$ cat config.mk
export PLATFORM = sky130hd
export DESIGN_NAME = etc_capture
export DESIGN_NICKNAME = d
export VERILOG_FILES = /design/src/core/etc_pkg.sv /design/src/core/etc_capture.sv
export SDC_FILE = /design/constraint.sdc
export NUM_CORES = 1
export LEC_CHECK = 0
export BUFFER_PORTS_ARGS = -buffer_cell sky130_fd_sc_hd__buf_2
export CAP_MARGIN = 5
export CORE_ASPECT_RATIO = 0.5
export CORE_MARGIN = 8
export CORE_UTILIZATION = 35
export CTS_CLUSTER_DIAMETER = 80
export DETAILED_ROUTE_END_ITERATION = 8
export GPL_ROUTABILITY_DRIVEN = 0
export PLACE_DENSITY_LB_ADDON = 0.2
export SYNTH_ARGS = -nofsm -noshare
export SYNTH_HDL_FRONTEND = slang
export SYNTH_SLANG_ARGS = --single-unit
$ cat constraint.sdc
create_clock -name clk -period 10.7 [get_ports clk]
set_input_delay 0.535 -clock clk [delete_from_list [all_inputs] [get_ports clk]]
set_output_delay 0.535 -clock clk [all_outputs]
set_load 0.05 [all_outputs]
$ cat src/core/etc_pkg.sv
// constants, record layout and carrier types of the edge time-stamp capture block
// assumes a single 40 MHz clock and a head module that supplies a free-running microsecond ticker
// Summary of operation
// - variants: 20-byte image with 5 entries, or 60-byte image with 15 entries
// - input image length fixed per variant to 14h or 3Ch, never changed
// - output image length fixed at zero bytes, no output data consumed
// - per-channel delay code, default 02h; codes select 2 to 2731 microseconds
// - rising-edge byte bits 0-3 enable low-to-high capture; upper bits reserved, reset 00h
// - falling-edge byte bits 0-3 enable high-to-low capture; upper bits reserved, reset 00h
// - enabled filtered edge captures ticker and state of all inputs as one entry
// - new entry lands at offset zero, older entries move four bytes up
// - with the queue full, a new entry discards the oldest one
// - image lengths in record 02h, delays in 01h, edge selects in 80h
// - diagnostic record readable as 01h, its first four bytes as 00h
// - module information byte reads 1Fh: class 1111b plus channel information flag
// - channel kind byte reads 70h with bit 7 zero
// - diagnostic record reports four channels and zero diagnostic bits per channel
// - no interrupts; diagnostics only as readable record data
// - diagnostic ticker field holds ticker sampled when byte 0 of record 00h or 01h is read
package etc_pkg;

	// clock and microsecond time base
	localparam int        CLK_HZ      = 40000000;
	localparam int        US_PER_SEC  = 1000000;
	localparam int        TICK_CYCLES = CLK_HZ / US_PER_SEC;
	localparam int        NUM_CH      = 4;

	// variants
	localparam int        ENTRIES_SHORT = 5;
	localparam int        ENTRIES_LONG  = 15;
	localparam logic [7:0] IMG_LEN_SHORT = 8'h14;
	localparam logic [7:0] IMG_LEN_LONG  = 8'h3C;
	localparam logic [7:0] OUT_IMG_LEN   = 8'h00;

	// record numbers
	localparam logic [7:0] REC_DIAG_HEAD = 8'h00;
	localparam logic [7:0] REC_DELAY     = 8'h01;
	localparam logic [7:0] REC_LENGTHS   = 8'h02;
	localparam logic [7:0] REC_EDGES     = 8'h80;

	// record byte positions
	localparam logic [4:0] IDX_IN_LEN    = 5'h00;
	localparam logic [4:0] IDX_OUT_LEN   = 5'h01;
	localparam logic [4:0] IDX_RISE      = 5'h00;
	localparam logic [4:0] IDX_FALL      = 5'h01;
	localparam logic [4:0] IDX_MODINFO   = 5'h01;
	localparam logic [4:0] IDX_CHKIND    = 5'h04;
	localparam logic [4:0] IDX_DIAGBITS  = 5'h05;
	localparam logic [4:0] IDX_CHCOUNT   = 5'h06;
	localparam logic [4:0] IDX_SNAP      = 5'h10;
	localparam logic [4:0] DIAG_LEN      = 5'h14;
	localparam logic [4:0] DIAG_HEAD_LEN = 5'h04;

	// fixed diagnostic values
	localparam logic [7:0] MODULE_CLASS_INFO = 8'h1F;
	localparam logic [7:0] CHANNEL_KIND      = 8'h70;
	localparam logic [7:0] DIAG_BITS_PER_CH  = 8'h00;
	localparam logic [7:0] CHANNEL_COUNT     = 8'h04;

	// parameter reset values and field layout
	localparam logic [7:0] DELAY_RESET   = 8'h02;
	localparam logic [7:0] EDGE_RESET    = 8'h00;
	localparam logic [7:0] EDGE_MASK     = 8'h0F;

	// entry layout: byte +0 state, +1 running number, +2 ticker high, +3 ticker low
	localparam int        ENTRY_BYTES   = 4;

	// filter delay codes and their times in microseconds
	localparam logic [7:0] DLY_C0 = 8'h00;
	localparam logic [7:0] DLY_C1 = 8'h02;
	localparam logic [7:0] DLY_C2 = 8'h04;
	localparam logic [7:0] DLY_C3 = 8'h07;
	localparam logic [7:0] DLY_C4 = 8'h09;
	localparam logic [7:0] DLY_C5 = 8'h0C;
	localparam logic [11:0] DLY_US0 = 12'd2;
	localparam logic [11:0] DLY_US1 = 12'd4;
	localparam logic [11:0] DLY_US2 = 12'd12;
	localparam logic [11:0] DLY_US3 = 12'd86;
	localparam logic [11:0] DLY_US4 = 12'd342;
	localparam logic [11:0] DLY_US5 = 12'd2731;

	// record request from the head module
	typedef struct packed {
		logic       rd;
		logic       wr;
		logic [7:0] num;
		logic [4:0] idx;
		logic [7:0] wdata;
	} etc_rec_req_type;

	// record answer, one cycle after the request
	typedef struct packed {
		logic       ack;
		logic       err;
		logic [7:0] rdata;
	} etc_rec_rsp_type;

	// delay code to microseconds; zero marks a code that is not allowed
	function automatic logic [11:0] etc_delay_us(input logic [7:0] code);
		case (code)
			DLY_C0:  etc_delay_us = DLY_US0;
			DLY_C1:  etc_delay_us = DLY_US1;
			DLY_C2:  etc_delay_us = DLY_US2;
			DLY_C3:  etc_delay_us = DLY_US3;
			DLY_C4:  etc_delay_us = DLY_US4;
			DLY_C5:  etc_delay_us = DLY_US5;
			default: etc_delay_us = 12'h000;
		endcase
	endfunction : etc_delay_us

endpackage : etc_pkg

$ cat src/core/etc_capture.sv
// edge time-stamp capture: input filters, edge selection, newest-first entry queue, record access
// assumes inputs and requests synchronous to clk; the head module drives the microsecond ticker
`timescale 1ns/1ps
`default_nettype none
module etc_capture #(
	parameter bit DEEP = 1'b0
) (
	// clock, reset, enable
	input  wire logic                     clk,
	input  wire logic                     rst_n,
	input  wire logic                     ce,
	// field inputs and time base
	input  wire logic [3:0]               input_channel,
	input  wire logic [31:0]              us_ticker,
	input  wire logic                     sys_stopped,
	// record access
	input  wire etc_pkg::etc_rec_req_type rec_req,
	output var  etc_pkg::etc_rec_rsp_type rec_rsp,
	// input image read port
	input  wire logic                     img_rd,
	input  wire logic [5:0]               img_addr,
	output var  logic [7:0]               img_rdata
);

	localparam int         NENT    = DEEP ? etc_pkg::ENTRIES_LONG : etc_pkg::ENTRIES_SHORT;
	localparam logic [7:0] IMG_LEN = DEEP ? etc_pkg::IMG_LEN_LONG : etc_pkg::IMG_LEN_SHORT;

	typedef struct packed {
		logic [5:0]        pre;
		logic [3:0]        filt;
		logic [3:0][11:0]  cnt;
		logic [3:0][7:0]   dly;
		logic [3:0]        rise;
		logic [3:0]        fall;
		logic [7:0]        num;
		logic [14:0][31:0] q;
		logic [31:0]       snap;
		etc_pkg::etc_rec_rsp_type rsp;
		logic [7:0]        img;
	} etc_state_type;

	etc_state_type s_r;
	etc_state_type s_nxt;
	logic          tick;
	logic          hit;
	logic [7:0]    diag_b;
	logic [3:0]    ent;
	logic [31:0]   word;

	// fixed diagnostic byte or ticker snapshot byte for the current record index; reserved bytes stay zero
	always_comb begin
		diag_b = 8'h00;
		case (rec_req.idx)
			etc_pkg::IDX_MODINFO:  diag_b = etc_pkg::MODULE_CLASS_INFO;
			etc_pkg::IDX_CHKIND:   diag_b = etc_pkg::CHANNEL_KIND;
			etc_pkg::IDX_DIAGBITS: diag_b = etc_pkg::DIAG_BITS_PER_CH;
			etc_pkg::IDX_CHCOUNT:  diag_b = etc_pkg::CHANNEL_COUNT;
			default: begin
				if (rec_req.idx >= etc_pkg::IDX_SNAP) begin
					diag_b = s_r.snap[8 * (rec_req.idx[1:0]) +: 8];
				end
			end
		endcase
	end

	// entry word addressed by the image port
	always_comb begin
		ent  = img_addr[5:2];
		word = 32'h0000_0000;
		if (ent < 4'(NENT)) begin
			word = s_r.q[ent];
		end
	end

	// next state: time base, filters, queue, records, image read
	always_comb begin
		s_nxt = s_r;
		tick  = 1'b0;
		hit   = 1'b0;
		s_nxt.rsp.ack = 1'b0;
		// microsecond strobe from the local clock; its free-running phase can end a filter delay up to a microsecond early
		if (s_r.pre == 6'(etc_pkg::TICK_CYCLES - 1)) begin
			s_nxt.pre = 6'h00;
			tick      = 1'b1;
		end else begin
			s_nxt.pre = s_r.pre + 6'h01;
		end
		// an input must differ from the filtered level for the whole delay to pass
		for (int i = 0; i < etc_pkg::NUM_CH; i++) begin
			if (input_channel[i] == s_r.filt[i]) begin
				s_nxt.cnt[i] = 12'h000;
			end else if (tick) begin
				if (s_r.cnt[i] + 12'h001 >= etc_pkg::etc_delay_us(s_r.dly[i])) begin
					s_nxt.filt[i] = input_channel[i];
					s_nxt.cnt[i]  = 12'h000;
				end else begin
					s_nxt.cnt[i] = s_r.cnt[i] + 12'h001;
				end
			end
			if (s_r.rise[i] && s_nxt.filt[i] && !s_r.filt[i]) begin
				hit = 1'b1;
			end
			if (s_r.fall[i] && !s_nxt.filt[i] && s_r.filt[i]) begin
				hit = 1'b1;
			end
		end
		// edges on several channels in one cycle make a single entry
		if (hit) begin
			s_nxt.num = s_r.num + 8'h01;
			s_nxt.q   = {s_r.q[13:0], {4'h0, s_nxt.filt}, s_nxt.num, us_ticker[15:0]};
			for (int k = 0; k < 15; k++) begin
				if (k >= NENT) begin
					s_nxt.q[k] = 32'h0000_0000;
				end
			end
		end
		// record access; the answer follows one cycle later
		if (rec_req.rd || rec_req.wr) begin
			s_nxt.rsp.ack   = 1'b1;
			s_nxt.rsp.err   = 1'b0;
			s_nxt.rsp.rdata = 8'h00;
		end
		if (rec_req.rd) begin
			case (rec_req.num)
				etc_pkg::REC_DIAG_HEAD, etc_pkg::REC_DELAY: begin
					if (rec_req.idx == 5'h00) begin
						s_nxt.snap = us_ticker;
					end
					if (rec_req.idx < ((rec_req.num == etc_pkg::REC_DELAY) ? etc_pkg::DIAG_LEN
							: etc_pkg::DIAG_HEAD_LEN)) begin
						s_nxt.rsp.rdata = diag_b;
					end else begin
						s_nxt.rsp.err = 1'b1;
					end
				end
				etc_pkg::REC_LENGTHS: begin
					case (rec_req.idx)
						etc_pkg::IDX_IN_LEN:  s_nxt.rsp.rdata = IMG_LEN;
						etc_pkg::IDX_OUT_LEN: s_nxt.rsp.rdata = etc_pkg::OUT_IMG_LEN;
						default:              s_nxt.rsp.err   = 1'b1;
					endcase
				end
				etc_pkg::REC_EDGES: begin
					case (rec_req.idx)
						etc_pkg::IDX_RISE: s_nxt.rsp.rdata = {4'h0, s_r.rise};
						etc_pkg::IDX_FALL: s_nxt.rsp.rdata = {4'h0, s_r.fall};
						default:           s_nxt.rsp.err   = 1'b1;
					endcase
				end
				default: s_nxt.rsp.err = 1'b1;
			endcase
		end else if (rec_req.wr) begin
			case (rec_req.num)
				etc_pkg::REC_DELAY: begin
					// codes outside the table are refused and the old delay kept
					if (rec_req.idx < 5'(etc_pkg::NUM_CH)
							&& etc_pkg::etc_delay_us(rec_req.wdata) != 12'h000) begin
						s_nxt.dly[rec_req.idx[1:0]] = rec_req.wdata;
					end else begin
						s_nxt.rsp.err = 1'b1;
					end
				end
				etc_pkg::REC_LENGTHS: begin
					// lengths are fixed; only a rewrite of the same value while stopped is accepted
					case (rec_req.idx)
						etc_pkg::IDX_IN_LEN:
							s_nxt.rsp.err = !sys_stopped || rec_req.wdata != IMG_LEN;
						etc_pkg::IDX_OUT_LEN:
							s_nxt.rsp.err = !sys_stopped || rec_req.wdata != etc_pkg::OUT_IMG_LEN;
						default: s_nxt.rsp.err = 1'b1;
					endcase
				end
				etc_pkg::REC_EDGES: begin
					case (rec_req.idx)
						etc_pkg::IDX_RISE: s_nxt.rise = rec_req.wdata[3:0];
						etc_pkg::IDX_FALL: s_nxt.fall = rec_req.wdata[3:0];
						default:           s_nxt.rsp.err = 1'b1;
					endcase
				end
				default: s_nxt.rsp.err = 1'b1;
			endcase
		end
		// image bytes beyond the variant length read zero
		if (img_rd) begin
			s_nxt.img = 8'h00;
			if ({2'b00, img_addr} < IMG_LEN) begin
				s_nxt.img = word[8 * (3 - 32'(img_addr[1:0])) +: 8];
			end
		end
	end

	// state register; ce low freezes everything, entries clear at reset
	always_ff @(posedge clk or negedge rst_n) begin
		if (!rst_n) begin
			s_r      <= '0;
			s_r.dly  <= {4{etc_pkg::DELAY_RESET}};
			s_r.rise <= etc_pkg::EDGE_RESET[3:0];
			s_r.fall <= etc_pkg::EDGE_RESET[3:0];
		end else if (ce) begin
			s_r <= s_nxt;
		end
	end

	// outputs straight from flip-flops; there is no interrupt output at all
	assign rec_rsp   = s_r.rsp;
	assign img_rdata = s_r.img;

endmodule : etc_capture
`default_nettype wire

; Word-level counts from Yosys, hierarchy flattened
; Index checks and enable logic that the tools add are counted.
; W data, S select, Z words.
[classes]
addsub = 7
n_bitwise = 1
eq_ne = 38
muxes = 74
magnitude_cmp = 12
n_reduce_logical = 56
shifts = 2
[ops]
columns = op, count
row1 = $pmux W12 S6, 5
row2 = $mux W12, 23
row3 = $bmux W32 S4, 1
row4 = $eq A8 B3 Y1 const B, 10
row5 = $eq A8 B4 Y1 const B, 10
row6 = $mux W32, 2
row7 = $add A12 B1 Y12 const B, 4
row8 = $eq A8 B2 Y1 const B, 6
row9 = $ge A12 B12 Y1, 4
row10 = $logic_not A8 Y1, 6
row11 = $mux W8, 5
row12 = $shiftx A32 B33 Y8, 1
row13 = $bwmux W32, 1
row14 = $pmux W8 S2, 2
row15 = $pmux W8 S4, 1
row16 = $shiftx A32 B6 Y8, 1
row17 = $mux W1, 26
row18 = $pmux W8 S3, 1
row19 = $logic_and A1 B1 Y1, 18
row20 = $demux W8 S2, 1
row21 = $eq A5 B3 Y1 const B, 3
row22 = $reduce_and A5 Y1, 3
row23 = $reduce_and A2 Y1, 6
row24 = $reduce_bool A12 Y1, 1
row25 = other kinds (30), 49
[word_totals]
word_cells = 213
out_inout_bits = 18
register_bits = 296
inputBits = 70

; Longest topological paths before layout
; Gate-level depths: netlist of run 1.
[logic_depth]
ltp_word = 19
mapped_depth = 15
depth_no_buf = 13

; Worst setup path before layout of run 1
; Ideal clock, no wire load.
[synth_path]
path_kind = flip-flop to flip-flop
from = register s_r[559] in the netlist's numbering
to = register s_r[100] in the netlist's numbering
t_arrival_ns = 3.680
t_required_ns = 10.573
stages_incl_launch_ff = 13
path_buffers = 2
setup_time_ns = 0.127
path_slack_ns = 6.892
period_less_slack_ns = 3.808
cell_sequence = dfrtp_1 nor4_1 nand4_1 ha_1 and4_1 a2111oi_0 o21a_1 a31oi_1 a221o_1 o21ai_4 buf_6 buf_6 mux2_1
[synth_between]
elab_chain_len = 17
word_cells_on_any_way = 25
classes_between = order compare (1) / eq/ne (5) / mux (12) / reduce/logical (7)
[synth_rtl]
columns = element, line
row1 = start: declaration, etc_capture.sv:42  ; etc_state_type s_r;
row2 = start signal: assignment, etc_capture.sv:200  ; s_r <= s_nxt;
row3 = $eq A8 B4 Y1 (tied with other cells), etc_pkg.sv:100  ; case (code)
row4 = $pmux W12 S6 *, etc_pkg.sv:100
row5 = $mux W12 *, etc_capture.sv:92  ; end else if (tick) begin
row6 = $mux W12 *, etc_capture.sv:90  ; if (input_channel[i] == s_r.filt[i]) begin
row7 = $ge A12 B12 Y1 *, etc_capture.sv:93  ; if (s_r.cnt[i] + 12'h001 >= etc_pkg::etc_delay_us(s_r.dly[i])) begin
row8 = $mux W1 *, etc_capture.sv:93
row9 = $mux W1 *, etc_capture.sv:92
row10 = $mux W1 *, etc_capture.sv:90
row11 = $logic_and A1 B1 Y1 or $logic_not A1 Y1 (tied branches), "etc_capture.sv:100, etc_capture.sv:103"
row12 = "$logic_and A1 B1 Y1, on equally long branches", "etc_capture.sv:100, etc_capture.sv:103"
row13 = $mux W1 or $logic_and A1 B1 Y1 (tied branches), "etc_capture.sv:100, etc_capture.sv:103"
row14 = $mux W1 *, etc_capture.sv:103  ; if (s_r.fall[i] && !s_nxt.filt[i] && s_r.filt[i]) begin
row15 = $mux W1 *, etc_capture.sv:100  ; if (s_r.rise[i] && s_nxt.filt[i] && !s_r.filt[i]) begin
row16 = $mux W1 *, etc_capture.sv:103
row17 = $mux W1 *, etc_capture.sv:100
row18 = $mux W1 *, etc_capture.sv:103
row19 = $reduce_and A2 Y1 (no source line) *, n/a
; Every way passes the cells marked *; elsewhere a longest branch is shown, timed or not. The select of a mux whose other input is x is not followed.
; A chain may end at the register's enable or synchronous reset.

; Final worst setup path of run 1
[layout_path]
from = register s_r[559] in the netlist's numbering
to = register s_r[77] in the netlist's numbering
; The elaborated chain is that of the path after synthesis.

==> metrics.txt, run 1 <==
placed cell count ~1.8k; die height 163 um; WS Path Type reg2reg; drt pass-1 iters 4; most used cell, CP buf_4; final hold vios 0; max frequency between 150 and 200 MHz; routed length per instance about 18 um; clock tree sinks 288; DPL Wire Length around 24000 um; Critical Path End Type flip-flop; Core ar. 42200 um2; number of port buffers slightly below 90; Hold/Removal Path Class in2async; vias in the first global route approximately 10k; CP Launch Type flip-flop; Area growth, synth to finish 11.9%; Leak 8.08 nW; CTS Buf Count 29; CP Data Arrival Time 5.98 ns; pin count of the biggest net entering global routing 135; crit-path max FO 73; DIE WIDTH slightly above 300 um; routed vias/inst 5.25; EDFF count, synth 0; Filler cells 4008; Worst Slack Setup Final between 5 and 6 ns; clk slew on worst S/H paths 0.06 ns; library cells used by synthesis 66; CTS-repair resized insts 0; CP max stage delay about 0.84 ns; die area around 50000 um2; sequential area share after synthesis 47.9%; clock buffer depth 3; RSZ-0062 raised after global routing false; footprint of the multi-input gates roughly 7300 um2; cells along the critical path nor4_1 > nand4_1 > ha_1 > and4_1 > a2111oi_0 > o21a_1 > a31oi_1 > a221o_1 > o21ai_4 > buf_4 > buf_4 > mux2_2; most frequent cells in the layout dfrtp_1, mux2_2, nand2_1; leading cell type in the layout, fill and taps excluded dfrtp_1; predominant post-synthesis flop cell dfrtp_1; outcome completed; Sum Neg Setup Slack 0 ns; FFs w/ async S/R, synth 100%; Routed Antenna Nets 0; setup-violating endpoint count in the final report 0; DRC errors left 0; Cell Area, Synth 15000 um2; # IOs 88; Layout Skew 0.0145 ns; nets 1423; # H-tree levels 1; VDD IR-drop max 0.115 mV; FF/Latch Area 7210 um2; Rows 53; Post-Syn Instances 1246; final critical-path required period about 5.5 ns; crit share post-route a little over 50%; gr ovfl total 0; global-route wire length before repair 56000 um; Final Total Pwr 0.00227 W; Ys Warns 0; PD cells 135 nW/um2; initial antenna violation count 0; max-slew violation count 0; non-filler cells, final approximately 1.9k; max_cap viols 0; Antenna Cells 0; Via Count around 10k; worst-skew pair later-pin latency 0.58 ns; Starting Density 35.7%; DP Worst Slack 5.22 ns; GRT Util Overall a little over an eighth; Hold Worst Slack 0.0453 ns; post-CTS setup buffer count 0; CTS tree done; Least-Margin Pin Slew between 1 and 1.5 ns; max_slew headroom roughly a quarter; WL final 34400 um; flop and latch count out of synthesis 288; Critical Path RT 11.16 ns; Avg Cell Area, Syn 12.1 um2; fraction of layout cells with a size suffix above 1 25.4%; syn nets 1367; Hold Buf Count CTS 0; clock root cell clkbuf_16; Initial DRC Count 559; CP max stage cell buf_4
[critical path, delay by kind of cell, from the launching register on]
kind	cells	cell delay, ns
flops	1	0.38
simple gates	3	1.21
fa+ha+maj	1	0.43
buf+inv	2	1.46
compound gates	5	1.42
mux	1	0.41
[power breakdown]
| part | internal [W] | leakage, nW | switching [W] | total, W |
|---|---|---|---|---|
| Combinational | 0.0000394 | 3.62 | 0.0000757 | 0.000115 |
| Sequential | 0.00110 | 3.99 | 0.0000123 | 0.00111 |
| Clock | 0.000593 | 0.469 | 0.000447 | 0.00104 |
| Total | 0.00173 | 8.08 | 0.000535 | 0.00227 |
[registers in the layout, indices dropped and copies added, names as in the netlist]
name / count
rec_rsp: 10
img_rdata: 8
s_r: 270
[cell usage after synthesis, types with 6 or more instances]
| master | number | area [um2] |
|---|---|---|
| nand3_1 | 31 | 155 |
| mux4_2 | 43 | 968 |
| xnor2_1 | 39 | 342 |
| mux2_1 | 60 | 676 |
| a22oi_1 | 9 | 67.6 |
| and3_1 | 12 | 75.1 |
| ha_1 | 51 | 638 |
| nor3_1 | 18 | 90.1 |
| mux2_2 | 139 | 1570 |
| nor2_1 | 57 | 214 |
| clkbuf_1 | 36 | 135 |
| nor4_1 | 7 | 43.8 |
| mux2i_1 | 18 | 180 |
| or3_1 | 10 | 62.6 |
| a21o_1 | 6 | 45.0 |
| nand2b_1 | 14 | 87.6 |
| nor2b_1 | 15 | 93.8 |
| nand2_1 | 95 | 357 |
| a31oi_1 | 6 | 37.5 |
| nand3b_1 | 7 | 52.6 |
| nand4_1 | 14 | 87.6 |
| o22ai_1 | 9 | 56.3 |
| inv_1 | 21 | 78.8 |
| xor2_1 | 18 | 158 |
| a22o_1 | 27 | 236 |
| dfrtp_1 | 284 | 7110 |
| buf_4 | 25 | 188 |
| a21oi_1 | 29 | 145 |
| buf_6 | 7 | 78.8 |
| o21bai_1 | 6 | 45.0 |
| o21ai_0 | 53 | 265 |
[worst paths after layout]
kind,end,slack (ns),cells past startpoint,from
worst max-delay path,s_r[77],5.17,12,s_r[559]
worst min-delay path,s_r[158],0.05,1,rst_n
worst max register to register,s_r[77],5.17,12,s_r[559]
worst min register to register,img_rdata[3],0.49,2,img_rdata[3]
max in group asynchronous,s_r[617],8.99,2,rst_n
min in group clk,s_r[36],0.19,2,us_ticker[18]
[per-layer routing]
| layer | part of all wire [%] | global-route usage (%) | vias up |
|---|---|---|---|
| li1 | - | - | 4686 |
| met1 | 45 | 17.7 | 5106 |
| met2 | 50 | 23.9 | 138 |
| met3 | 3.3 | 2.25 | 49 |
| met4 | 1.9 | 2.91 | 0 |
| met5 | 0 | 0 | - |
[cell type report]
class / count / share of cell area [%]
clock buffer: 45 / 5.26
clock inverter: 7 / 0.490
inverter: 22 / 0.490
multi-input combinational: 865 / 43.6
sequential: 288 / 42.8
tap: 577 / 4.29
timing repair buffer: 96 / 3.05
[through the flow]
step	area (um2)	util (%)
final	16800	39.9
after CTS	16800	39.9
after floorplan	15000	-
after global placement	15900	37.6
after detailed placement	15900	37.6
after global routing	16800	39.9
[cell families (layout without fill, tap and decap cells)]
group,count (synthesis),after routing,share of synthesized area [%]
simple gates,313,313,10.5
buf+inv,93,170,3.29
fa+ha+maj,52,52,4.31
flops,288,288,47.9
compound gates,183,183,8.08
xor+xnor,57,57,3.32
mux,260,260,22.5
Power figures use the tool's default switching activity.
==> run 2: changes to the inputs <==
Clock period 10.7 ns to 5.5 ns, I/O delays scaled along.
==> metrics.txt, run 2 (synthesis gave the netlist of run 1 again) <==
non-filler cells, final 1938 (+2.0%); most frequent cells in the layout dfrtp_1, mux2_2, nand2_1; Finished Cell Area 17400 um2 (+3.2%); DPL Wire Length 24000 um (+0.77%); pin count of the biggest net entering global routing 128 (-5.2%); Sum Neg Setup Slack 0 ns (unchanged); max_slew headroom 27.5% (+1.3 points); Filler cells 3983 (-0.62%); final hold vios 0 (unchanged); Layout Skew 0.0116 ns (-0.00298 ns); Largest Register s_r; Critical Path RT 5.96 ns (-5.20 ns); number of port buffers 87 (unchanged); Area growth, synth to finish 15.4%; footprint of the multi-input gates 7340 um2 (unchanged); initial antenna violation count 2 (+2); Clock power frac 48.7% (+2.9 points); clock root cell clkbuf_16; WL final 34500 um (+0.52%); die area 50300 um2 (unchanged); cells along the critical path nor4_1 > nand4_1 > ha_1 > and4_1 > a2111oi_0 > o21a_1 > a31oi_1 > a221o_1 > o21ai_4 > buf_12 > mux2_2; routed length per instance 17.8 um (-1.5%); number of buffers and inverters on the critical path 1 (-1); clock tree sinks 288 (unchanged); CP Launch Type flip-flop; VDD IR-drop max 0.319 mV (+180%); Leak 8.33 nW (+3.0%); max_cap viols 0 (unchanged); Hold Crit Start us_ticker[7]; max FFs per register 270 (unchanged); max-slew violation count 0 (unchanged); vias in the first global route 10.4k (+0.46%); Final Total Pwr 0.00471 W (+110%); global-route wire length before repair 56200 um (+0.32%); nets 1458 (+2.5%); worst-skew pair later-pin latency 0.58 ns (about the same); max frequency 227 MHz (+25%); placed cell count 1849 (+0.054%); Flop pwr share 46.1% (-3.0 points); WS Path Type reg2reg; Core ar. 42200 um2 (unchanged); CTS Buf Count 29 (unchanged); Sw Ratio 22.4% (-1.1 points); fraction of layout cells with a size suffix above 1 25.2% (-0.18 points); RSZ-0062 raised after global routing false; DIE WIDTH 309 um (unchanged); crit path from s_r[559]; Rows 53 (unchanged); Initial DRC Count 714 (+28%); clock buffer depth 3 (unchanged); Least-Margin Pin Slew 1.08 ns (-0.0196 ns); placed inst area 15900 um2 (+0.28%); drt pass-1 iters 5 (+1); net switching power figure 0.00106 W (+98%); Starting Density 35.7% (unchanged); post-CTS setup buffer count 0 (unchanged); crit share post-route 80.1% (+28 points); leading cell type in the layout, fill and taps excluded dfrtp_1; die height 163 um (unchanged); PD cells 271 nW/um2 (+100%); Pint 0.00365 W (+110%); r2r startpoint s_r[559]; Hold/Removal Path Class in2reg; clk slew on worst S/H paths 0.06 ns (about the same); GRT Util Overall 13.6% (+0.019 points); FF/Latch Area 7210 um2 (unchanged); gr ovfl total 0 (unchanged); Comb power frac 5.2% (about the same); # IOs 88 (unchanged); CP Data Arrival Time 4.87 ns (-1.11 ns); setup-violating endpoint count in the final report 0 (unchanged); CP max stage delay 0.64 ns (-0.20 ns); CP max stage cell nor4_1; final critical-path required period 4.40 ns (-1.12 ns); CP delay by family, top compound AO/OA/AOI/OAI gates; outcome completed; Via Count 10.1k (+1.7%); crit-path max FO 66 (-9.6%); DRC errors left 0 (unchanged); # H-tree levels 1 (unchanged); CTS tree done; Routed Antenna Nets 0 (unchanged); Critical Path End Type flip-flop; routed vias/inst 5.24 (-0.32%)
-- run 2: final timing paths --
kind	endpoint	slack (ns)	depth (start not counted)
max	s_r[147]	1.10	11
min reg2reg	img_rdata[6]	0.48	2
max reg2reg	s_r[147]	1.10	11
min in group asynchronous	s_r[118]	0.25	2
max in group asynchronous	s_r[586]	3.80	3
min	s_r[57]	0.03	2
-- run 2: per-stage QoR --
stage               utilization, %  hold slack (ns)  setup WS (ns)
floorplan                        -          -0.0206           1.69
global placement              37.7            0.310           1.20
detailed placement            37.7            0.326           1.15
CTS                           41.2           0.0101           1.13
global route                  41.2           0.0219          0.811
finish                        41.2           0.0337           1.10
-- run 2: metal layers --
metal | global-route usage (%) | vias up | part of all wire, %
met5 | 0 | - | 0
met4 | 3.29 | 0 | 2.3
met3 | 2.22 | 59 | 3.1
met2 | 23.7 | 142 | 50
met1 | 17.7 | 5182 | 45
li1 | - | 4763 | -
-- run 2: final cells by class --
class	count	area share [%]
Multi-Input combinational cell	865	42.3
Sequential cell	288	41.5
Timing Repair Buffer	131	5.17
Clock buffer	36	4.62
Tap cell	577	4.16
Clock inverter	18	1.79
Inverter	22	0.475
Antenna cell	1	0.0144
-- run 2: worst register-to-register path: stages (launching register included) --
cell and delay (ns):
dfrtp_1 0.37, nor4_1 0.64, nand4_1 0.39, ha_1 0.43
and4_1 0.20, a2111oi_0 0.41, o21a_1 0.16, a31oi_1 0.15
a221o_1 0.50, o21ai_4 0.26, buf_12 0.34, mux2_2 0.44
-- run 2: power by group through the flow --
stage	Combinational (W)	Sequential, W	Clock, W
final	0.000246	0.00217	0.00229
after global routing	0.000278	0.00217	0.00246
after CTS	0.000253	0.00217	0.00236
after detailed placement	0.000232	0.00221	0
after global placement	0.000225	0.00220	0
after floorplan	0.000116	0.00220	0
-- run 2: timing repair --
action,4_1_cts,5_1_grt
hold buffers,34,0
resized for setup,0,0
hold endpoints to repair,132,0
==> run 3: changes to the inputs <==
Clock period 5.5 ns to 3.5 ns, I/O delays scaled along.
==> metrics.txt, run 3 (synthesis gave the netlist of run 1 again) <==
Critical Path RT 3.96 ns (-2.00 ns); Core ar. 42200 um2 (unchanged); setup-violating endpoint count in the final report 133 (+133); PD cells 380 nW/um2 (+40%); crit-path max FO 8 (-88%); DPL Wire Length 25800 um (+7.6%); Critical Path End Type flip-flop; routed vias/inst 5.14 (-1.9%); CTS tree done; pin count of the biggest net entering global routing 104 (-19%); Largest Register s_r; CP Launch Type flip-flop; DIE WIDTH 309 um (unchanged); max-slew violation count 0 (unchanged); drt pass-1 iters 7 (+2); placed inst area 16700 um2 (+4.7%); RSZ-0062 raised after global routing true; clock tree sinks 288 (unchanged); placed cell count 1935 (+4.7%); DP Worst Slack -0.151 ns (-1.30 ns); final hold vios 0 (unchanged); # IOs 88 (unchanged); final critical-path required period 3.69 ns (-0.718 ns); worst-skew pair later-pin latency 0.58 ns (about the same); VDD IR-drop max 0.365 mV (+14%); Hold/Removal Path Class in2reg; Rows 53 (unchanged); GRT Util Overall 14.2% (+0.58 points); clock root cell clkbuf_16; die height 163 um (unchanged); max FFs per register 270 (unchanged); nets 1574 (+8.0%); non-filler cells, final 2051 (+5.8%); fraction of layout cells with a size suffix above 1 33.4% (+8.2 points); clk slew on worst S/H paths 0.07 ns (about the same); Starting Density 35.7% (unchanged); DRC errors left 0 (unchanged); initial antenna violation count 0 (-2); WL final 36800 um (+6.5%); Sum Neg Setup Slack -15.31 ns (-15.31 ns); Routed Antenna Nets 0 (unchanged); crit share post-route 105% (+25 points); max_slew headroom 40.9% (+13 points); outcome finished, violations left; WS Path Type reg2reg; Area growth, synth to finish 24.2%; Worst Slack Setup Final -0.187 ns (-1.28 ns); number of port buffers 87 (unchanged); CP Data Arrival Time 4.15 ns (-0.72 ns); CTS Buf Count 29 (unchanged); leading cell type in the layout, fill and taps excluded dfrtp_1; Antenna Cells 0 (-1); die area 50300 um2 (unchanged); # H-tree levels 1 (unchanged); routed length per instance 17.9 um (+0.66%); Leak 9.09 nW (+9.1%); Via Count 10.5k (+3.8%); most frequent cells in the layout dfrtp_1, mux2_2, buf_4; Hold Worst Slack 0.0461 ns (+0.0124 ns); gr ovfl total 0 (unchanged); Initial DRC Count 693 (-2.9%); clock buffer depth 3 (unchanged); vias in the first global route 10.9k (+5.4%); max frequency 271 MHz (+19%); Least-Margin Pin Slew 0.880 ns (-0.199 ns); failing checks setup timing; Finished Cell Area 18700 um2 (+7.6%); max_cap viols 0 (unchanged); Layout Skew 0.0129 ns (+0.00135 ns); global-route wire length before repair 58800 um (+4.6%)
[run 3: cell type report]
class                   count  area [um2]
clock buffers              40         807
clock inverters            12         186
fillers                  3872       23500
inverters                  22        86.3
multi-input cells         865        7670
flip-flops and latches    288        7210
well taps                 577         722
repair buffers            246        2000
repair inverters            1        5.00
[run 3: timing repair]
action | 4_1_cts | 5_1_grt
endpoints found under the setup margin | 131 | 149
resized for setup | 9 | 71
pin swaps | 0 | 2
buffers inserted | 1 | 15
hold endpoints to repair | 156 | 0
hold buffers | 40 | 0
cloned | 0 | 8
[run 3: path summary, 6_finish.rpt]
check,slack (ns),end,start,cells past startpoint
min reg2reg,0.48,rec_rsp[7],rec_rsp[7],2
min,0.05,s_r[555],rec_req[1],2
max reg2reg,-0.19,s_r[159],s_r[559],13
max,-0.19,s_r[159],s_r[559],13
min in group asynchronous,0.24,img_rdata[5],rst_n,2
max in group asynchronous,2.19,s_r[547],rst_n,3
[run 3: stage by stage]
stage	total power, W	utilization (%)
final	0.00709	44.3
after global routing	0.00737	44.3
after CTS	0.00721	42.9
after detailed placement	0.00385	39.5
after global placement	0.00383	39.5
after floorplan	0.00364	-
[run 3: routing by layer]
layer / part of all wire [%] / vias to the layer above / GRT usage (%)
met4: 2.0 / 0 / 3.06
met3: 2.3 / 55 / 1.91
met1: 45 / 5365 / 18.4
met5: 0 / - / 0
met2: 50 / 124 / 25.3
li1: - / 4991 / -
[run 3: power by group]
part / total (W) / leakage [nW] / internal, W / switching [W]
Sequential: 0.00341 / 3.99 / 0.00337 / 0.0000384
Combinational: 0.000409 / 4.62 / 0.000162 / 0.000248
Clock: 0.00328 / 0.477 / 0.00191 / 0.00137
[run 3: critical path: stages, from the launching register on]
cell	delay [ns]
dfrtp_1	0.41
nor4_4	0.32
nand4_1	0.26
ha_1	0.38
and4_1	0.21
a2111oi_2	0.33
o21a_1	0.20
a31oi_4	0.11
a221o_1	0.38
o21ai_4	0.18
buf_12	0.15
buf_12	0.14
clkbuf_16	0.16
mux2_2	0.33
